$ cat config.mk
export PLATFORM = sky130hd
export DESIGN_NAME = hrt_top
export DESIGN_NICKNAME = d
export VERILOG_FILES = /design/src/hrt_pkg.sv /design/src/hrt_sync3.sv /design/src/hrt_top.sv
export SDC_FILE = /design/constraint.sdc
export NUM_CORES = 1
export LEC_CHECK = 0
export BUFFER_PORTS_ARGS = -buffer_cell sky130_fd_sc_hd__buf_4
export CORE_ASPECT_RATIO = 0.75
export CORE_UTILIZATION = 43
export DETAILED_ROUTE_END_ITERATION = 6
export GPL_TIMING_DRIVEN = 0
export SYNTH_ARGS = -nofsm -noshare
export SYNTH_HDL_FRONTEND = slang
export SYNTH_SLANG_ARGS = --single-unit
$ cat constraint.sdc
create_clock -name sys_clk_i -period 9.37 [get_ports sys_clk_i]
set_input_delay 1.4055 -clock sys_clk_i [delete_from_list [all_inputs] [get_ports sys_clk_i]]
set_output_delay 1.4055 -clock sys_clk_i [all_outputs]
set_load 0.02 [all_outputs]
$ cat src/hrt_pkg.sv
/*
 * Shared constants of the hibernation real-time clock block: register byte
 * offsets, field positions, reset values and the time-source figures.
 * Assumes a 32-bit AXI4-Lite register bus with one aligned word per register.
 */
`default_nettype none

package hrt_pkg;

    // ------------------------------------------------------------
    // Register byte offsets
    // ------------------------------------------------------------
    localparam int unsigned ADDR_W = 8;                // Decoded address bits
    localparam logic [7:0] OFS_CTRL = 8'h00;           // Enables
    localparam logic [7:0] OFS_SECONDS = 8'h04;        // Seconds counter
    localparam logic [7:0] OFS_SUBSEC = 8'h08;         // Sub-second count, read only
    localparam logic [7:0] OFS_MATCH0 = 8'h0C;         // Seconds match, index zero
    localparam logic [7:0] OFS_SSMATCH0 = 8'h10;       // Sub-second match, index zero
    localparam logic [7:0] OFS_TRIM = 8'h14;           // Pre-divider trim
    localparam logic [7:0] OFS_TSTAT = 8'h18;          // Tamper and match status
    localparam logic [7:0] OFS_LOG_BASE = 8'h40;       // Log window, 8 bytes per entry
    localparam logic [7:0] OFS_LOG_END = 8'h60;        // First byte past the log

    // ------------------------------------------------------------
    // Field positions
    // ------------------------------------------------------------
    localparam int unsigned CTRL_RTC_EN = 0;           // Counter running
    localparam int unsigned CTRL_INT_EN = 1;           // Match raises interrupt
    localparam int unsigned CTRL_WAKE_EN = 2;          // Match raises wake
    localparam int unsigned CTRL_TAMP_EN = 3;          // Tamper feature running
    localparam int unsigned TSTAT_STATE = 0;           // Event state; write 1 clears all
    localparam int unsigned TSTAT_MATCH = 1;           // Live match equality
    localparam int unsigned TSTAT_CNT_LSB = 4;         // Logged entry count

    // ------------------------------------------------------------
    // Widths, reset values and time figures
    // ------------------------------------------------------------
    localparam int unsigned SUBSEC_W = 15;             // 1/32768 s unit
    localparam int unsigned TRIM_W = 16;               // Trim and pre-divider width
    localparam logic [15:0] TRIM_RST = 16'h7FFF;       // Nominal trim
    localparam logic [15:0] PDIV_TOP = 16'h7FFF;       // Untrimmed last count
    localparam int unsigned SRC_HZ = 32768;            // Time source rate
    localparam int unsigned TRIM_EVERY_S = 64;         // Seconds between trim loads
    localparam int unsigned TRIM_LOG2 = $clog2(TRIM_EVERY_S);
    localparam int unsigned LOG_DEPTH = 4;             // Tamper log entries
    localparam int unsigned EVT_W = 5;                 // Four inputs plus oscillator fail
    localparam logic [1:0] RESP_OKAY = 2'b00;
    localparam logic [1:0] RESP_SLVERR = 2'b10;

endpackage : hrt_pkg

`default_nettype wire

$ cat src/hrt_sync3.sv
/*
 * Three-stage synchroniser for a group of pin inputs. A bit's output moves
 * only once the second and third stages agree.
 * Assumes inputs asynchronous to sys_clk_i; no relation between the bits.
 */
`timescale 1ns/1ps
`default_nettype none

module hrt_sync3 #(
    parameter int unsigned W = 1                       // Number of bits
) (
    input wire logic sys_clk_i,                        // System clock
    input wire logic reset_n_i,                        // Async reset, active low
    input wire logic [W-1:0] d_i,                      // Raw pin levels
    output logic [W-1:0] q_o                           // Filtered levels
);

    // ------------------------------------------------------------
    // State
    // ------------------------------------------------------------
    typedef struct packed {
        logic [W-1:0] ff1;                             // Metastable stage, read by ff2 only
        logic [W-1:0] ff2;
        logic [W-1:0] ff3;
        logic [W-1:0] q;                               // Agreed level
    } hrt_sync_s;

    hrt_sync_s s_r;
    hrt_sync_s s_nxt;

    initial begin
        if (W < 1) $error("hrt_sync3: W must be at least 1");
    end

    // Next state: shift, then accept bits whose last two stages agree
    always_comb begin
        s_nxt = s_r;
        s_nxt.ff1 = d_i;
        s_nxt.ff2 = s_r.ff1;
        s_nxt.ff3 = s_r.ff2;
        for (int i = 0; i < int'(W); i++) begin
            if (s_r.ff2[i] == s_r.ff3[i]) begin
                s_nxt.q[i] = s_r.ff3[i];
            end
        end
    end

    // Register the whole state
    always_ff @(posedge sys_clk_i or negedge reset_n_i) begin
        if (!reset_n_i) begin
            s_r <= '0;
        end else begin
            s_r <= s_nxt;
        end
    end

    assign q_o = s_r.q;

endmodule : hrt_sync3

`default_nettype wire

$ cat src/hrt_top.sv
/*
 * Real-time clock of the hibernation unit: seconds and sub-second counters
 * from a 32.768 kHz source through a trimmed pre-divider, seconds and
 * sub-second match with interrupt and wake pulses, tamper enable and a
 * four-entry tamper event log, all behind an AXI4-Lite slave.
 * Assumes the source and tamper pins are asynchronous and much slower than
 * sys_clk_i, and a reset that comes only from a hibernation-unit reset.
 */
// The implementer's own choices: the register addresses and the AXI4-Lite register port.
`timescale 1ns/1ps
`default_nettype none

module hrt_top (
    input wire logic sys_clk_i,                        // 125 MHz system clock
    input wire logic reset_n_i,                        // Async reset, active low
    input wire logic src_32k_i,                        // 32.768 kHz time source pin
    input wire logic [hrt_pkg::EVT_W-1:0] tamper_evt_i, // Tamper event pins, active high
    input wire logic [7:0] s_axi_awaddr,
    input wire logic s_axi_awvalid,
    output logic s_axi_awready,
    input wire logic [31:0] s_axi_wdata,
    input wire logic [3:0] s_axi_wstrb,
    input wire logic s_axi_wvalid,
    output logic s_axi_wready,
    output logic [1:0] s_axi_bresp,
    output logic s_axi_bvalid,
    input wire logic s_axi_bready,
    input wire logic [7:0] s_axi_araddr,
    input wire logic s_axi_arvalid,
    output logic s_axi_arready,
    output logic [31:0] s_axi_rdata,
    output logic [1:0] s_axi_rresp,
    output logic s_axi_rvalid,
    input wire logic s_axi_rready,
    output logic match_irq_o,                          // One-cycle match interrupt pulse
    output logic match_wake_o,                         // One-cycle match wake pulse
    output logic tamper_state_o                        // Tamper event state level
);

    // ------------------------------------------------------------
    // State
    // ------------------------------------------------------------
    typedef enum logic [0:0] {WR_IDLE, WR_RESP} hrt_wr_e;

    typedef struct packed {
        logic [3:0] ctrl;                              // Enable bits
        logic [31:0] sec;                              // Seconds counter
        logic [hrt_pkg::TRIM_W-1:0] pdiv;              // Pre-divider count
        logic [31:0] match;                            // Seconds match
        logic [hrt_pkg::SUBSEC_W-1:0] ssmatch;         // Sub-second match
        logic [hrt_pkg::TRIM_W-1:0] trim;              // Trim value
        logic src_prev;                                // Last synced source level
        logic [hrt_pkg::EVT_W-1:0] evt_prev;           // Last synced tamper levels
        logic hit_prev;                                // Match equality last cycle
        logic irq;
        logic wake;
        logic tstate;                                  // Tamper event seen
        logic [2:0] lcnt;                              // Entries in use, 0 to 4
        logic [3:0][31:0] ltime;                       // Logged seconds
        logic [3:0][hrt_pkg::EVT_W-1:0] levt;          // Logged event bits
        logic aw_have;                                 // Write address held
        logic [7:0] aw_addr;
        logic w_have;                                  // Write data held
        logic [31:0] w_data;
        logic [3:0] w_strb;
        hrt_wr_e wst;
        logic [1:0] bresp;
        logic rvalid;
        logic [31:0] rdata;
        logic [1:0] rresp;
    } hrt_state_s;

    hrt_state_s s_r;
    hrt_state_s s_nxt;

    logic src_s;                                       // Synced time source
    logic [hrt_pkg::EVT_W-1:0] evt_s;                  // Synced tamper pins

    // ------------------------------------------------------------
    // Pin synchronisers
    // ------------------------------------------------------------
    hrt_sync3 #(
        .W(hrt_pkg::EVT_W + 1)
    ) i_hrt_sync3 (
        .sys_clk_i(sys_clk_i),
        .reset_n_i(reset_n_i),
        .d_i({tamper_evt_i, src_32k_i}),
        .q_o({evt_s, src_s})
    );

    // ------------------------------------------------------------
    // Helpers
    // ------------------------------------------------------------
    // True for any mapped offset; used by the read path only
    function automatic logic reg_hit(input logic [7:0] a);
        reg_hit = (a[1:0] == 2'b00) && ((a <= hrt_pkg::OFS_TSTAT) ||
                  ((a >= hrt_pkg::OFS_LOG_BASE) && (a < hrt_pkg::OFS_LOG_END)));
    endfunction : reg_hit

    // Byte-lane merge of a write into a stored word
    function automatic logic [31:0] merge(input logic [31:0] old, input logic [31:0] nw,
                                          input logic [3:0] strb);
        for (int b = 0; b < 4; b++) begin
            merge[8*b +: 8] = strb[b] ? nw[8*b +: 8] : old[8*b +: 8];
        end
    endfunction : merge

    // Sub-second view: saturates while a raised trim runs the divider past 0x7FFF
    logic [hrt_pkg::SUBSEC_W-1:0] subsec;
    assign subsec = s_r.pdiv[hrt_pkg::SUBSEC_W] ? hrt_pkg::PDIV_TOP[hrt_pkg::SUBSEC_W-1:0]
                                                : s_r.pdiv[hrt_pkg::SUBSEC_W-1:0];

    logic hit;                                         // Both counters equal their match
    logic tick;                                        // One source rising edge
    logic [hrt_pkg::TRIM_W-1:0] top;                   // Last divider count this second
    logic [hrt_pkg::EVT_W-1:0] evt_rise;
    logic wr_now;                                      // Register write this cycle
    assign hit = s_r.ctrl[hrt_pkg::CTRL_RTC_EN] && (s_r.sec == s_r.match) &&
                 (subsec == s_r.ssmatch);
    assign tick = src_s && !s_r.src_prev;
    assign top = (s_r.sec[hrt_pkg::TRIM_LOG2-1:0] == '0) ? s_r.trim : hrt_pkg::PDIV_TOP;
    assign evt_rise = evt_s & ~s_r.evt_prev;
    assign wr_now = s_r.aw_have && s_r.w_have && (s_r.wst == WR_IDLE);

    // Read word for an offset; reserved bits and match indices above zero are absent
    function automatic logic [31:0] rd_word(input logic [7:0] a);
        logic [1:0] idx;
        idx = a[4:3];
        rd_word = '0;
        case (a)
            hrt_pkg::OFS_CTRL: rd_word[3:0] = s_r.ctrl;
            hrt_pkg::OFS_SECONDS: rd_word = s_r.sec;
            hrt_pkg::OFS_SUBSEC: rd_word[hrt_pkg::SUBSEC_W-1:0] = subsec;
            hrt_pkg::OFS_MATCH0: rd_word = s_r.match;
            hrt_pkg::OFS_SSMATCH0: rd_word[hrt_pkg::SUBSEC_W-1:0] = s_r.ssmatch;
            hrt_pkg::OFS_TRIM: rd_word[hrt_pkg::TRIM_W-1:0] = s_r.trim;
            hrt_pkg::OFS_TSTAT: begin
                rd_word[hrt_pkg::TSTAT_STATE] = s_r.tstate;
                rd_word[hrt_pkg::TSTAT_MATCH] = hit;
                rd_word[hrt_pkg::TSTAT_CNT_LSB +: 3] = s_r.lcnt;
            end
            // Log window: even word time, odd word event; read leaves it intact
            default: rd_word = a[2] ? 32'(s_r.levt[idx]) : s_r.ltime[idx];
        endcase
    endfunction : rd_word

    // ------------------------------------------------------------
    // Next-state logic
    // ------------------------------------------------------------
    always_comb begin
        logic clr;
        logic sec_wr;
        logic [31:0] wv;
        logic [2:0] slot;
        clr = 1'b0;
        sec_wr = 1'b0;
        wv = '0;
        slot = '0;
        s_nxt = s_r;
        s_nxt.src_prev = src_s;
        s_nxt.evt_prev = evt_s;
        s_nxt.hit_prev = hit;

        // Address and data are taken independently, in either order
        if (s_axi_awvalid && s_axi_awready) begin
            s_nxt.aw_have = 1'b1;
            s_nxt.aw_addr = s_axi_awaddr;
        end
        if (s_axi_wvalid && s_axi_wready) begin
            s_nxt.w_have = 1'b1;
            s_nxt.w_data = s_axi_wdata;
            s_nxt.w_strb = s_axi_wstrb;
        end

        // Register write once both halves are held
        if (wr_now) begin
            s_nxt.aw_have = 1'b0;
            s_nxt.w_have = 1'b0;
            s_nxt.wst = WR_RESP;
            s_nxt.bresp = hrt_pkg::RESP_OKAY;
            case (s_r.aw_addr)
                hrt_pkg::OFS_CTRL: begin
                    // All four enable bits take the write; log and state stay put
                    wv = merge({28'h0000000, s_r.ctrl}, s_r.w_data, s_r.w_strb);
                    s_nxt.ctrl = wv[3:0];
                end
                hrt_pkg::OFS_SECONDS: begin
                    s_nxt.sec = merge(s_r.sec, s_r.w_data, s_r.w_strb);
                    sec_wr = 1'b1;
                end
                hrt_pkg::OFS_MATCH0: s_nxt.match = merge(s_r.match, s_r.w_data, s_r.w_strb);
                hrt_pkg::OFS_SSMATCH0: begin
                    wv = merge({17'h00000, s_r.ssmatch}, s_r.w_data, s_r.w_strb);
                    s_nxt.ssmatch = wv[hrt_pkg::SUBSEC_W-1:0];
                end
                hrt_pkg::OFS_TRIM: begin
                    wv = merge({16'h0000, s_r.trim}, s_r.w_data, s_r.w_strb);
                    s_nxt.trim = wv[hrt_pkg::TRIM_W-1:0];
                end
                hrt_pkg::OFS_TSTAT: clr = s_r.w_strb[0] && s_r.w_data[hrt_pkg::TSTAT_STATE];
                default: s_nxt.bresp = hrt_pkg::RESP_SLVERR; // Read-only or unmapped
            endcase
        end
        if ((s_r.wst == WR_RESP) && s_axi_bready) begin
            s_nxt.wst = WR_IDLE;
        end

        // Read path: one read at a time, answered the cycle after it is taken
        if (s_axi_arvalid && s_axi_arready) begin
            s_nxt.rvalid = 1'b1;
            s_nxt.rdata = reg_hit(s_axi_araddr) ? rd_word(s_axi_araddr) : 32'h00000000;
            s_nxt.rresp = reg_hit(s_axi_araddr) ? hrt_pkg::RESP_OKAY : hrt_pkg::RESP_SLVERR;
        end else if (s_r.rvalid && s_axi_rready) begin
            s_nxt.rvalid = 1'b0;
        end

        // Counters: a seconds write restarts the divider at zero
        if (sec_wr) begin
            s_nxt.pdiv = '0;
        end else if (s_r.ctrl[hrt_pkg::CTRL_RTC_EN] && tick) begin
            if (s_r.pdiv >= top) begin
                s_nxt.pdiv = '0;
                s_nxt.sec = s_r.sec + 32'h00000001;
            end else begin
                s_nxt.pdiv = s_r.pdiv + 16'h0001;
            end
        end

        // Match pulses on the first cycle of equality
        s_nxt.irq = hit && !s_r.hit_prev && s_r.ctrl[hrt_pkg::CTRL_INT_EN];
        s_nxt.wake = hit && !s_r.hit_prev && s_r.ctrl[hrt_pkg::CTRL_WAKE_EN];

        // Tamper clear first, so an event in the same cycle survives it
        if (clr) begin
            s_nxt.tstate = 1'b0;
            s_nxt.lcnt = '0;
            s_nxt.ltime = '0;
            s_nxt.levt = '0;
        end
        slot = clr ? 3'd0 : s_r.lcnt;
        if (s_r.ctrl[hrt_pkg::CTRL_TAMP_EN] && (evt_rise != '0)) begin
            s_nxt.tstate = 1'b1;
            // A full log keeps its first four entries
            if (slot < 3'(hrt_pkg::LOG_DEPTH)) begin
                s_nxt.ltime[slot[1:0]] = s_r.sec;
                s_nxt.levt[slot[1:0]] = evt_rise;
                s_nxt.lcnt = slot + 3'd1;
            end
        end
    end

    // Register the whole state
    always_ff @(posedge sys_clk_i or negedge reset_n_i) begin
        if (!reset_n_i) begin
            s_r <= '0;
            s_r.trim <= hrt_pkg::TRIM_RST;
        end else begin
            s_r <= s_nxt;
        end
    end

    // ------------------------------------------------------------
    // Outputs
    // ------------------------------------------------------------
    assign s_axi_awready = !s_r.aw_have;
    assign s_axi_wready = !s_r.w_have;
    assign s_axi_bvalid = (s_r.wst == WR_RESP);
    assign s_axi_bresp = s_r.bresp;
    assign s_axi_arready = !s_r.rvalid;
    assign s_axi_rvalid = s_r.rvalid;
    assign s_axi_rdata = s_r.rdata;
    assign s_axi_rresp = s_r.rresp;
    assign match_irq_o = s_r.irq;
    assign match_wake_o = s_r.wake;
    assign tamper_state_o = s_r.tstate;
endmodule : hrt_top

`default_nettype wire

==> impl_metrics.prom, run 1 <==
# TYPE chip_impl_metric gauge
chip_impl_metric{name="port_buffers",unit=""} 105
chip_impl_metric{name="yosysWarnings",unit=""} 0
chip_impl_metric{name="clk_pin_slew",unit="ns"} 0.06
chip_impl_metric{name="totalPowerFinal",unit="mW"} 4.88
chip_impl_metric{name="clkLatencyLatePin",unit="ns"} 0.55
chip_impl_metric{name="via_per_inst",unit=""} 5.89
chip_impl_metric{name="worst_ep_arrival_time",unit="ns"} 5.96
chip_impl_metric{name="netlist.area_leader.share",unit="%"} 49.4
chip_impl_info{name="crit_chain",value="clkbuf_1, nor4_1, nand2_1, clkbuf_1, nor2_1, ha_1, o211ai_1, nor2_1, o41a_1, or4b_2, nand2_1, buf_2, buf_2, nor2_1, a211oi_1"} 1
chip_impl_metric{name="holdBufCountCts",unit=""} 0
chip_impl_info{name="synth_top_area_cell",value="sky130_fd_sc_hd__dfrtp_1"} 1
chip_impl_metric{name="pwr_density_cell",unit="nW/um2"} 226
chip_impl_metric{name="drcViolationCount",unit=""} 1
chip_impl_metric{name="max_slew.worst_pin.slew",unit="ns"} 1.45
chip_impl_metric{name="timing.critical_path.slowest_cell_delay",unit="ns"} 0.90
chip_impl_info{name="launching_point_of_the_worst_reg2reg_path",value="s_r[326]$_DFF_PN0_"} 1
chip_impl_info{name="synth-main-ff-cell",value="sky130_fd_sc_hd__dfrtp_1"} 1
chip_impl_metric{name="grt_remaining_overflow",unit=""} 0
chip_impl_metric{name="antenna_cells",unit=""} 0
chip_impl_metric{name="synth_area",unit="um2"} 18600
chip_impl_info{name="top_cell_by_count_worst_path",value="sky130_fd_sc_hd__nor2_1"} 1
chip_impl_metric{name="full_die_area",unit="um2"} 44100
chip_impl_metric{name="required",unit="ns"} 9.82
chip_impl_info{name="worst_r2r_endpoint",value="s_r[342]$_DFF_PN0_"} 1
chip_impl_info{name="worst_hold_path_type",value="reg2reg"} 1
chip_impl_metric{name="final.hold.worst_slack",unit="ns"} 0.344
chip_impl_metric{name="floorplan.die.height",unit="um"} 182
chip_impl_metric{name="area.growth.synth_to_final",unit="%"} 16.3
chip_impl_metric{name="htree_levels",unit=""} 2
chip_impl_metric{name="synth.yosys.seq_area_share",unit="%"} 51.5
chip_impl_info{name="worst_setup_path_end_kind",value="flop"} 1
chip_impl_metric{name="power.leakage",unit="nW"} 10.1
chip_impl_metric{name="vias",unit=""} 15100
chip_impl_metric{name="synth_edf_count",unit=""} 0
chip_impl_metric{name="cts_setup_buffers",unit=""} 0
chip_impl_metric{name="route.final.wire_length",unit="um"} 59300
chip_impl_metric{name="max_clock_freq",unit="MHz"} 181
chip_impl_metric{name="ctsLongestPathBuffers",unit=""} 3
chip_impl_info{name="first_element_of_the_critical_path",value="s_r[326]$_DFF_PN0_"} 1
chip_impl_info{name="worst_setup_path_class",value="reg2reg"} 1
chip_impl_metric{name="cts_sinks",unit=""} 382
chip_impl_metric{name="gp_congestion",unit=""} 0.953
chip_impl_metric{name="detailedRoute.firstIterationViolations",unit=""} 2036
chip_impl_metric{name="total_global_route_track_usage",unit="%"} 27.3
chip_impl_metric{name="slew_violations",unit=""} 0
chip_impl_metric{name="worst_r2r_path_depth",unit=""} 15
chip_impl_metric{name="drt-pass1-iter-count",unit=""} 7
chip_impl_metric{name="fp.coreArea",unit="um2"} 42400
chip_impl_metric{name="tritoncts.num_buffers",unit=""} 40
chip_impl_info{name="setup_repair_after_global_routing_missed_its_margin",value="false"} 1
chip_impl_info{name="cts-root-buf",value="sky130_fd_sc_hd__clkbuf_16"} 1
chip_impl_metric{name="die_x",unit="um"} 242
chip_impl_metric{name="postCtsResizedCells",unit=""} 0
chip_impl_metric{name="postSynth.asyncResetShare",unit="%"} 100
chip_impl_metric{name="wl_per_cell",unit="um"} 23.0
chip_impl_metric{name="worstHoldPathCells",unit=""} 0
chip_impl_metric{name="final.period_utilization",unit="%"} 58.8
chip_impl_metric{name="io_pins",unit=""} 109
chip_impl_metric{name="grt_antenna_before_repair",unit=""} 1
chip_impl_metric{name="largest_net_degree_at_the_start_of_global_routing",unit=""} 130
chip_impl_metric{name="grt_pass1_wl",unit="um"} 91500
chip_impl_metric{name="power.ir.vdd_worst",unit="mV"} 0.154
chip_impl_info{name="run_status",value="complete, but fails checks"} 1
chip_impl_info{name="endpoint",value="s_r[342]$_DFF_PN0_"} 1
chip_impl_metric{name="path_max_fanout",unit=""} 10
chip_impl_metric{name="fin_skew",unit="ns"} 0.0210
chip_impl_metric{name="detailedPlacementHpwl",unit="um"} 42600
chip_impl_metric{name="headroom_to_the_max_slew_limit",unit="%"} 3.46
chip_impl_metric{name="final_net_count",unit=""} 2059
chip_impl_metric{name="final_hold_viol_count",unit=""} 0
chip_impl_metric{name="synth_cells",unit=""} 1820
chip_impl_info{name="worst_path_max_delay_cell",value="sky130_fd_sc_hd__nor4_1"} 1
chip_impl_info{name="failed_checks",value="DRC"} 1
chip_impl_metric{name="yosys.cell_types.count",unit=""} 65
chip_impl_info{name="cp-start-kind",value="flop"} 1
chip_impl_metric{name="finalSetupViolations",unit=""} 0
chip_impl_metric{name="rows",unit=""} 65
chip_impl_metric{name="setup-tns-final",unit="ns"} 0
chip_impl_info{name="tritoncts_clock_tree",value="built"} 1
chip_impl_metric{name="r2r_setup_slack",unit="ns"} 3.86
chip_impl_metric{name="final_layout_size_suffix_gt1_share",unit="%"} 21.5
chip_impl_metric{name="min_period",unit="ns"} 5.51
chip_impl_metric{name="layout_utilization",unit="%"} 51.0
chip_impl_metric{name="floorplan.initialDensity",unit="%"} 43.9
chip_impl_info{name="synth_area_leaders",value="sky130_fd_sc_hd__dfrtp_1, sky130_fd_sc_hd__nand2_1, sky130_fd_sc_hd__mux2_2"} 1
chip_impl_metric{name="synth.avg_cell_area",unit="um2"} 10.2
chip_impl_metric{name="first_global_vias",unit=""} 14700
chip_impl_metric{name="flop_and_latch_count_out_of_synthesis",unit=""} 382
chip_impl_metric{name="cap_violations",unit=""} 0
chip_impl_metric{name="drt.antenna.violating_nets",unit=""} 0
[report_power, final]
part	leakage (nW)	internal (mW)	total, mW	switching (mW)
Clock	0.697	1.05	1.74	0.693
Sequential	5.09	1.87	2.10	0.229
Combinational	4.35	0.430	1.04	0.614
[synth_stat cells (all sizes together), types with 6 or more instances]
cell type,instances
a211oi,25
a21oi,39
a221o,7
a221oi,6
a222oi,16
a311oi,6
and2,12
and3,18
buf,98
clkbuf,69
dfrtp,367
dfstp,15
ha,23
inv,31
maj3,6
mux2,105
mux2i,20
mux4,39
nand2,344
nand2b,14
nand3,173
nand4,10
nor2,91
nor2b,9
nor3,22
nor4,13
o21ai,130
o31ai,9
xnor2,19
xor2,18
[cells by family after synthesis]
group           after synthesis  share of synthesized area, %
flops                       382                          51.5
xor+xnor                     37                          1.74
other cells                   1                        0.0202
mux                         164                          12.2
simple gates                722                          17.4
buf+inv                     198                          5.36
compound gates              287                          9.97
fa+ha+maj                    29                          1.87
[sequential cells by signal, summed over array words and instances, names as in the netlist]
name,cells
match_wake_o,1
s_axi_bvalid,1
i_hrt_sync3.s_nxt,12
i_hrt_sync3.q_o,6
match_irq_o,1
s_axi_bresp,1
s_r,319
i_hrt_sync3.s_r,6
s_axi_rresp,1
s_axi_rdata,32
tamper_state_o,1
s_axi_rvalid,1
[worst min-delay path by stage]
stage | start | slack [ns] | endpoint
after floorplan | i_hrt_sync3.s_nxt[16]$_DFF_PN0_ | 0.33 | i_hrt_sync3.s_nxt[10]$_DFF_PN0_
after global placement | i_hrt_sync3.s_nxt[16]$_DFF_PN0_ | 0.33 | i_hrt_sync3.s_nxt[10]$_DFF_PN0_
after detailed placement | i_hrt_sync3.s_nxt[16]$_DFF_PN0_ | 0.33 | i_hrt_sync3.s_nxt[10]$_DFF_PN0_
after CTS | i_hrt_sync3.s_nxt[16]$_DFF_PN0_ | 0.35 | i_hrt_sync3.s_nxt[10]$_DFF_PN0_
after global routing | i_hrt_sync3.s_nxt[12]$_DFF_PN0_ | 0.35 | i_hrt_sync3.s_nxt[6]$_DFF_PN0_
final | i_hrt_sync3.s_nxt[12]$_DFF_PN0_ | 0.34 | i_hrt_sync3.s_nxt[6]$_DFF_PN0_
[per-stage QoR]
stage / area (um2) / std cells / setup WS (ns)
floorplan: 18600 / 1821 / 5.61
global placement: 20100 / 2495 / 3.08
detailed placement: 20200 / 2498 / 4.12
CTS: 21600 / 2572 / 4.07
global route: 21600 / 2572 / 3.71
finish: 21600 / 2572 / 3.86
[cell type report]
type	instances	area (um2)
Tap cell	569	712
Fill cell	3812	20700
Inverter	31	116
Timing Repair Buffer	108	878
Buffer	167	880
Multi-Input combinational cell	1241	8030
Sequential cell	382	9580
Clock inverter	17	258
Clock buffer	57	1180
[layer usage]
metal / routed length (um) / part of all wire, % / track usage, % / vias to the layer above
met2: 25300 / 43 / 40.1 / 742
met1: 26500 / 45 / 40.7 / 7610
li1: - / - / - / 6675
met3: 5500 / 9.3 / 4.87 / 113
met4: 1920 / 3.2 / 8.96 / 0
met5: 0 / 0 / 0 / -
[critical path: cells and delay by family, from the launching register on]
kind	cells	cell delay, ns
flops	1	0.40
fa+ha+maj	1	0.25
buf+inv	4	1.47
simple gates	7	2.44
compound gates	3	0.83
[placed cells by master, fill, tap and decap left out, types with 14 or more instances in the layout]
master                      synthesis  layout
sky130_fd_sc_hd__buf_2             31      31
sky130_fd_sc_hd__ha_1              23      23
sky130_fd_sc_hd__buf_4             41     145
sky130_fd_sc_hd__mux2_2           105     105
sky130_fd_sc_hd__nor3_1            21      21
sky130_fd_sc_hd__nor2_1            91      91
sky130_fd_sc_hd__mux4_2            39      39
sky130_fd_sc_hd__mux2i_1           20      20
sky130_fd_sc_hd__xnor2_1           19      19
sky130_fd_sc_hd__clkbuf_1          69      77
sky130_fd_sc_hd__and3_1            18      18
sky130_fd_sc_hd__xor2_1            18      18
sky130_fd_sc_hd__dfstp_2           15      15
sky130_fd_sc_hd__nand2b_1          14      14
sky130_fd_sc_hd__a211oi_1          25      25
sky130_fd_sc_hd__buf_1             18      18
sky130_fd_sc_hd__nand3_1          173     173
sky130_fd_sc_hd__clkbuf_16          0      42
sky130_fd_sc_hd__dfrtp_1          367     367
sky130_fd_sc_hd__o21ai_0          130     130
sky130_fd_sc_hd__a222oi_1          16      16
sky130_fd_sc_hd__a21oi_1           38      38
sky130_fd_sc_hd__nand2_1          340     340
sky130_fd_sc_hd__inv_1             31      31
No activity file was read; power rests on OpenSTA's default activity.
==> inputs of run 2 (changes only) <==
clock period = 5.2 ns   (was 9.37 ns; I/O delays follow)
==> impl_metrics.prom, run 2 (synthesized netlist as in run 1, its figures left out) <==
# TYPE chip_impl_metric gauge
chip_impl_metric{name="largest_net_degree_at_the_start_of_global_routing",unit=""} 130
chip_impl_info{name="cp-start-kind",value="flop"} 1
chip_impl_info{name="worst_setup_path_end_kind",value="flop"} 1
chip_impl_metric{name="rows",unit=""} 65
chip_impl_metric{name="intPower",unit="mW"} 6.03
chip_impl_metric{name="power.ir.vdd_worst",unit="mV"} 0.278
chip_impl_metric{name="power.leakage",unit="nW"} 10.1
chip_impl_metric{name="grt_antenna_before_repair",unit=""} 1
chip_impl_metric{name="setup-tns-final",unit="ns"} 0
chip_impl_metric{name="placement.setup.worst_slack",unit="ns"} -0.0513
chip_impl_metric{name="final.period_utilization",unit="%"} 95.5
chip_impl_metric{name="multi_input_combinational_cell_area",unit="um2"} 8040
chip_impl_info{name="run_status",value="complete, but fails checks"} 1
chip_impl_metric{name="switching_power",unit="mW"} 2.77
chip_impl_metric{name="layout_utilization",unit="%"} 51.1
chip_impl_metric{name="htree_levels",unit=""} 2
chip_impl_info{name="worst_path_max_delay_cell",value="sky130_fd_sc_hd__or4b_2"} 1
chip_impl_info{name="failed_checks",value="DRC"} 1
chip_impl_metric{name="finalSetupViolations",unit=""} 0
chip_impl_metric{name="floorplan.die.height",unit="um"} 182
chip_impl_metric{name="p_seq_share",unit="%"} 43.0
chip_impl_metric{name="worst_ep_arrival_time",unit="ns"} 5.42
chip_impl_info{name="worst_setup_path_class",value="reg2reg"} 1
chip_impl_metric{name="grt_pass1_wl",unit="um"} 91500
chip_impl_metric{name="detailedRoute.firstIterationViolations",unit=""} 1990
chip_impl_metric{name="vias",unit=""} 15100
chip_impl_metric{name="slew_violations",unit=""} 0
chip_impl_metric{name="drt-pass1-iter-count",unit=""} 7
chip_impl_metric{name="grt_remaining_overflow",unit=""} 0
chip_impl_metric{name="die_x",unit="um"} 242
chip_impl_metric{name="via_per_inst",unit=""} 5.89
chip_impl_info{name="worst_hold_path_type",value="in2async"} 1
chip_impl_metric{name="finalWorstSetupSlack",unit="ns"} 0.233
chip_impl_metric{name="final_net_count",unit=""} 2059
chip_impl_metric{name="pwr_density_cell",unit="nW/um2"} 407
chip_impl_metric{name="dp_cells",unit=""} 2498
chip_impl_metric{name="tritoncts.num_buffers",unit=""} 40
chip_impl_metric{name="drt.antenna.violating_nets",unit=""} 0
chip_impl_metric{name="max_slew.worst_pin.slew",unit="ns"} 1.46
chip_impl_metric{name="floorplan.initialDensity",unit="%"} 43.9
chip_impl_metric{name="io_pins",unit=""} 109
chip_impl_metric{name="totalPowerFinal",unit="mW"} 8.80
chip_impl_metric{name="cts_sinks",unit=""} 382
chip_impl_metric{name="path_max_fanout",unit=""} 10
chip_impl_metric{name="drcViolationCount",unit=""} 2
chip_impl_metric{name="required",unit="ns"} 5.65
chip_impl_info{name="cts-root-buf",value="sky130_fd_sc_hd__clkbuf_16"} 1
chip_impl_metric{name="gp_congestion",unit=""} 0.953
chip_impl_metric{name="fin_cells",unit=""} 2572
chip_impl_metric{name="p_comb_share",unit="%"} 21.5
chip_impl_metric{name="detailedPlacementHpwl",unit="um"} 42600
chip_impl_metric{name="route.final.wire_length",unit="um"} 59200
chip_impl_info{name="layout_commonest_cell",value="sky130_fd_sc_hd__dfrtp_1"} 1
chip_impl_metric{name="clkLatencyLatePin",unit="ns"} 0.55
chip_impl_info{name="largest-register",value="s_r"} 1
chip_impl_metric{name="largest_register_ffs",unit=""} 319
chip_impl_metric{name="ctsLongestPathBuffers",unit=""} 3
chip_impl_metric{name="layout.cell_area.non_filler",unit="um2"} 21600
chip_impl_metric{name="area.sequential",unit="um2"} 9580
chip_impl_metric{name="cap_violations",unit=""} 0
chip_impl_metric{name="first_global_vias",unit=""} 14700
chip_impl_info{name="layout.cells.most_common_list",value="sky130_fd_sc_hd__dfrtp_1, sky130_fd_sc_hd__nand2_1, sky130_fd_sc_hd__nand3_1"} 1
chip_impl_info{name="tritoncts_clock_tree",value="built"} 1
chip_impl_metric{name="min_period",unit="ns"} 4.97
chip_impl_metric{name="clkPwrFrac",unit="%"} 35.5
chip_impl_metric{name="place_area",unit="um2"} 20200
chip_impl_metric{name="area.growth.synth_to_final",unit="%"} 16.4
chip_impl_metric{name="worst_r2r_path_depth",unit=""} 16
chip_impl_info{name="setup_repair_after_global_routing_missed_its_margin",value="false"} 1
chip_impl_metric{name="timing.critical_path.slowest_cell_delay",unit="ns"} 0.63
chip_impl_metric{name="port_buffers",unit=""} 105
chip_impl_metric{name="final_layout_size_suffix_gt1_share",unit="%"} 21.6
chip_impl_metric{name="headroom_to_the_max_slew_limit",unit="%"} 2.45
chip_impl_info{name="crit_chain",value="clkbuf_1, nor4_4, nand2_1, clkbuf_1, nor2_1, ha_1, o211ai_1, nor2_1, o41a_1, or4b_2, and2_1, clkbuf_1, clkbuf_1, o31ai_1, a21oi_1, a211oi_1"} 1
chip_impl_metric{name="fin_skew",unit="ns"} 0.0244
chip_impl_metric{name="max_clock_freq",unit="MHz"} 201
chip_impl_metric{name="holdBufCountCts",unit=""} 0
chip_impl_metric{name="clk_pin_slew",unit="ns"} 0.07
chip_impl_metric{name="final.hold.worst_slack",unit="ns"} 0.147
chip_impl_metric{name="total_global_route_track_usage",unit="%"} 27.3
chip_impl_metric{name="fp.coreArea",unit="um2"} 42400
chip_impl_metric{name="final_hold_viol_count",unit=""} 0
chip_impl_metric{name="sw_frac_of_total",unit="%"} 31.4
chip_impl_metric{name="full_die_area",unit="um2"} 44100
chip_impl_metric{name="antenna_cells",unit=""} 0
chip_impl_metric{name="num-fill-cells",unit=""} 3810
chip_impl_metric{name="wl_per_cell",unit="um"} 23.0
chip_impl_info{name="top_cell_by_count_worst_path",value="sky130_fd_sc_hd__clkbuf_1"} 1
==> run 2: cell types whose count changed in the layout (fill, tap and decap cells not counted) <==
cell / before / now
sky130_fd_sc_hd__nor4_1: 11 / 10
sky130_fd_sc_hd__nor4_4: 0 / 1
sky130_fd_sc_hd__clkbuf_4: 0 / 1
sky130_fd_sc_hd__buf_2: 31 / 30
==> run 2: layout make-up <==
class | count | share of cell area [%]
Inverter | 31 | 0.538
Buffer | 167 | 4.08
Timing Repair Buffer | 108 | 4.06
Tap cell | 569 | 3.29
Sequential cell | 382 | 44.2
Multi-Input combinational cell | 1241 | 37.2
Clock buffer | 57 | 5.44
Clock inverter | 17 | 1.19
==> run 2: repair_timing <==
action | CTS | global route
buffers inserted | 0 | 0
resized for setup | 1 | 2
endpoints found under the setup margin | 7 | 17
==> run 2: routing by layer <==
layer	GRT usage (%)	wire length, um
met5	0	0
met4	8.96	1850
met3	4.87	5370
met2	40.1	25400
met1	40.7	26600
==> run 2: power by group through the flow <==
stage / clock [mW] / sequential, mW / combinational (mW)
detailed placement: 0 / 3.82 / 1.86
floorplan: 0 / 3.65 / 1.25
global route: 3.31 / 3.83 / 2.07
global placement: 0 / 3.81 / 1.80
CTS: 3.17 / 3.77 / 1.87
finish: 3.13 / 3.78 / 1.89
==> run 2: worst max-delay path: cells and delay by family (launching register included) <==
family                   cells  cell delay [ns]
AND/OR/NAND/NOR              6             1.74
buffers and inverters        4             1.31
AO/OA/AOI/OAI                5             1.14
flip-flops                   1             0.40
adder cells (fa/ha/maj)      1             0.25
==> run 2: path summary, 6_finish.rpt <==
kind | from | to | slack, ns
setup reg to reg | s_r[326]$_DFF_PN0_ | s_r[354]$_DFF_PN0_ | 0.23
hold reg to reg | i_hrt_sync3.s_nxt[12]$_DFF_PN0_ | i_hrt_sync3.s_nxt[6]$_DFF_PN0_ | 0.34
setup / recovery | s_r[326]$_DFF_PN0_ | s_r[354]$_DFF_PN0_ | 0.23
hold / removal | reset_n_i | s_r[54]$_DFFE_PN0P_ | 0.15
min in group sys_clk_i | tamper_evt_i[4] | i_hrt_sync3.s_nxt[17]$_DFF_PN0_ | 0.34
max in group asynchronous | reset_n_i | s_r[164]$_DFF_PN0_ | 3.70
==> inputs of run 3 (changes only) <==
CELL_PAD_IN_SITES_DETAIL_PLACEMENT = 2   (was not set)
CELL_PAD_IN_SITES_GLOBAL_PLACEMENT = 2   (was not set)
CORE_UTILIZATION = 40   (was 43)
PLACE_DENSITY_LB_ADDON = 0.1   (was not set)
==> impl_metrics.prom, run 3 (synthesized netlist as in run 1, its figures left out) <==
# TYPE chip_impl_metric gauge
chip_impl_info{name="run_status",value="finished, final reports clean"} 1
chip_impl_metric{name="path_max_fanout",unit=""} 10
chip_impl_metric{name="final.period_utilization",unit="%"} 94.2
chip_impl_metric{name="total_global_route_track_usage",unit="%"} 30.8
chip_impl_metric{name="ctsLongestPathBuffers",unit=""} 3
chip_impl_info{name="largest-register",value="s_r"} 1
chip_impl_info{name="cp-start-kind",value="flop"} 1
chip_impl_metric{name="final_hold_viol_count",unit=""} 0
chip_impl_metric{name="grt_pass1_wl",unit="um"} 108000
chip_impl_metric{name="power.leakage",unit="nW"} 10.1
chip_impl_metric{name="gp_congestion",unit=""} 0.958
chip_impl_metric{name="vias",unit=""} 15600
chip_impl_info{name="worst_hold_path_type",value="in2async"} 1
chip_impl_metric{name="timing.critical_path.slowest_cell_delay",unit="ns"} 0.65
chip_impl_metric{name="route.final.wire_length",unit="um"} 71400
chip_impl_info{name="setup_repair_after_global_routing_missed_its_margin",value="false"} 1
chip_impl_metric{name="detailedRoute.firstIterationViolations",unit=""} 1253
chip_impl_info{name="top_cell_by_count_worst_path",value="sky130_fd_sc_hd__nor2_1"} 1
chip_impl_metric{name="drcViolationCount",unit=""} 0
chip_impl_info{name="worst_setup_path_class",value="reg2reg"} 1
chip_impl_metric{name="via_per_inst",unit=""} 5.99
chip_impl_metric{name="drt-pass1-iter-count",unit=""} 5
chip_impl_metric{name="largest_net_degree_at_the_start_of_global_routing",unit=""} 120
chip_impl_metric{name="finalWorstSetupSlack",unit="ns"} 0.303
chip_impl_metric{name="wl_per_cell",unit="um"} 27.5
chip_impl_info{name="critical_path.top_delay_family",value="simple AND/OR/NAND/NOR gates"} 1
chip_impl_metric{name="holdBufCountCts",unit=""} 0
chip_impl_metric{name="port_buffers",unit=""} 105
chip_impl_info{name="layout.cells.most_common_list",value="sky130_fd_sc_hd__dfrtp_1, sky130_fd_sc_hd__nand2_1, sky130_fd_sc_hd__nand3_1"} 1
chip_impl_metric{name="floorplan.die.height",unit="um"} 189
chip_impl_metric{name="clkLatencyLatePin",unit="ns"} 0.58
chip_impl_metric{name="worst_ep_arrival_time",unit="ns"} 5.37
chip_impl_metric{name="power.ir.vdd_worst",unit="mV"} 0.219
chip_impl_metric{name="max_clock_freq",unit="MHz"} 204
chip_impl_metric{name="placement.setup.worst_slack",unit="ns"} 0.0588
chip_impl_metric{name="floorplan.initialDensity",unit="%"} 40.5
chip_impl_metric{name="place_area",unit="um2"} 20200
chip_impl_metric{name="tritoncts.num_buffers",unit=""} 42
chip_impl_metric{name="antenna_cells",unit=""} 0
chip_impl_metric{name="cap_violations",unit=""} 0
chip_impl_info{name="tritoncts_clock_tree",value="built"} 1
chip_impl_metric{name="rows",unit=""} 68
chip_impl_metric{name="final_net_count",unit=""} 2061
chip_impl_metric{name="first_global_vias",unit=""} 16700
chip_impl_metric{name="grt_remaining_overflow",unit=""} 0
chip_impl_metric{name="layout_utilization",unit="%"} 47.0
chip_impl_info{name="worst_setup_path_end_kind",value="flop"} 1
chip_impl_metric{name="die_x",unit="um"} 251
chip_impl_metric{name="io_pins",unit=""} 109
chip_impl_metric{name="max_slew.worst_pin.slew",unit="ns"} 1.35
chip_impl_metric{name="fin_cells",unit=""} 2598
chip_impl_metric{name="area.growth.synth_to_final",unit="%"} 16.2
chip_impl_metric{name="pwr_density_cell",unit="nW/um2"} 411
chip_impl_metric{name="dp_cells",unit=""} 2524
chip_impl_metric{name="slew_violations",unit=""} 0
chip_impl_metric{name="clk_pin_slew",unit="ns"} 0.06
chip_impl_metric{name="fp.coreArea",unit="um2"} 45900
chip_impl_info{name="layout_commonest_cell",value="sky130_fd_sc_hd__dfrtp_1"} 1
chip_impl_metric{name="full_die_area",unit="um2"} 47400
chip_impl_metric{name="required",unit="ns"} 5.67
chip_impl_metric{name="finalSetupViolations",unit=""} 0
chip_impl_info{name="worst_path_max_delay_cell",value="sky130_fd_sc_hd__or4b_2"} 1
chip_impl_metric{name="grt_antenna_before_repair",unit=""} 2
chip_impl_metric{name="fin_skew",unit="ns"} 0.0187
chip_impl_info{name="crit_chain",value="clkbuf_1, nor4_4, nand2_1, clkbuf_1, nor2_1, ha_1, o211ai_1, nor2_1, o41a_1, or4b_2, nand2_1, buf_2, buf_2, nor2_1, a211oi_1"} 1
chip_impl_metric{name="htree_levels",unit=""} 2
chip_impl_metric{name="buf_inv_on_cp",unit=""} 4
chip_impl_metric{name="final_layout_size_suffix_gt1_share",unit="%"} 21.5
chip_impl_metric{name="min_period",unit="ns"} 4.90
chip_impl_metric{name="drt.antenna.violating_nets",unit=""} 0
chip_impl_metric{name="cts_sinks",unit=""} 382
chip_impl_metric{name="headroom_to_the_max_slew_limit",unit="%"} 8.87
chip_impl_metric{name="detailedPlacementHpwl",unit="um"} 51700
chip_impl_info{name="cts-root-buf",value="sky130_fd_sc_hd__clkbuf_16"} 1
chip_impl_metric{name="layout.cell_area.non_filler",unit="um2"} 21600
chip_impl_metric{name="largest_register_ffs",unit=""} 319
[run 3: final timing paths]
kind / from / to / slack [ns] / cells past startpoint
setup / recovery: s_r[326]$_DFF_PN0_ / s_r[342]$_DFF_PN0_ / 0.30 / 15
hold / removal: reset_n_i / s_axi_rdata[19]$_DFFE_PN0P_ / 0.16 / 1
setup reg to reg: s_r[326]$_DFF_PN0_ / s_r[342]$_DFF_PN0_ / 0.30 / 15
hold reg to reg: i_hrt_sync3.s_nxt[14]$_DFF_PN0_ / i_hrt_sync3.s_nxt[8]$_DFF_PN0_ / 0.35 / 0
max in group asynchronous: reset_n_i / i_hrt_sync3.s_r[9]$_DFF_PN0_ / 3.03 / 4
min in group sys_clk_i: src_32k_i / i_hrt_sync3.s_nxt[12]$_DFF_PN0_ / 0.32 / 1
[run 3: metal layers]
metal | wire [um] | share of wire, % | up-vias | track usage, %
met5 | 7 | 0.0098 | - | 0
met4 | 2000 | 2.8 | 2 | 8.94
met3 | 4530 | 6.3 | 129 | 5.36
met2 | 32100 | 45 | 471 | 47.6
met1 | 32800 | 46 | 8285 | 44.2
li1 | - | - | 6687 | -
[run 3: area by class of cell]
type,count,area [um2]
plain buffers,167,880
clock buffers,64,1270
clock inverters,10,104
fillers,4791,24300
inverters,31,116
multi-input cells,1241,8040
flip-flops and latches,382,9580
well taps,595,744
repair buffers,108,878
[run 3: what timing repair did]
item | in CTS | in global routing
resized for setup | 0 | 2
setup endpoints to repair | 0 | 17
buffers inserted | 0 | 0
[run 3: report_power, final]
part	switching (mW)	internal (mW)
registers	0.462	3.37
logic	1.21	0.785
clock network	1.28	1.78
[run 3: worst register-to-register path, cell delays in order (launching register included)]
cell	delay [ns]
sky130_fd_sc_hd__dfrtp_1	0.41
sky130_fd_sc_hd__clkbuf_1	0.30
sky130_fd_sc_hd__nor4_4	0.43
sky130_fd_sc_hd__nand2_1	0.22
sky130_fd_sc_hd__clkbuf_1	0.29
sky130_fd_sc_hd__nor2_1	0.18
sky130_fd_sc_hd__ha_1	0.25
sky130_fd_sc_hd__o211ai_1	0.18
sky130_fd_sc_hd__nor2_1	0.06
sky130_fd_sc_hd__o41a_1	0.40
sky130_fd_sc_hd__or4b_2	0.65
sky130_fd_sc_hd__nand2_1	0.30
sky130_fd_sc_hd__buf_2	0.37
sky130_fd_sc_hd__buf_2	0.41
sky130_fd_sc_hd__nor2_1	0.10
sky130_fd_sc_hd__a211oi_1	0.24
[run 3: per-stage QoR]
step           power (mW)  hold slack [ns]  setup TNS, ns
2_1_floorplan        4.90            0.331              0
3_3_place_gp         5.69            0.333        -218.05
3_5_place_dp         5.83            0.336              0
4_1_cts              8.93            0.186              0
5_1_grt              9.24            0.205              0
6_report             8.88            0.160              0
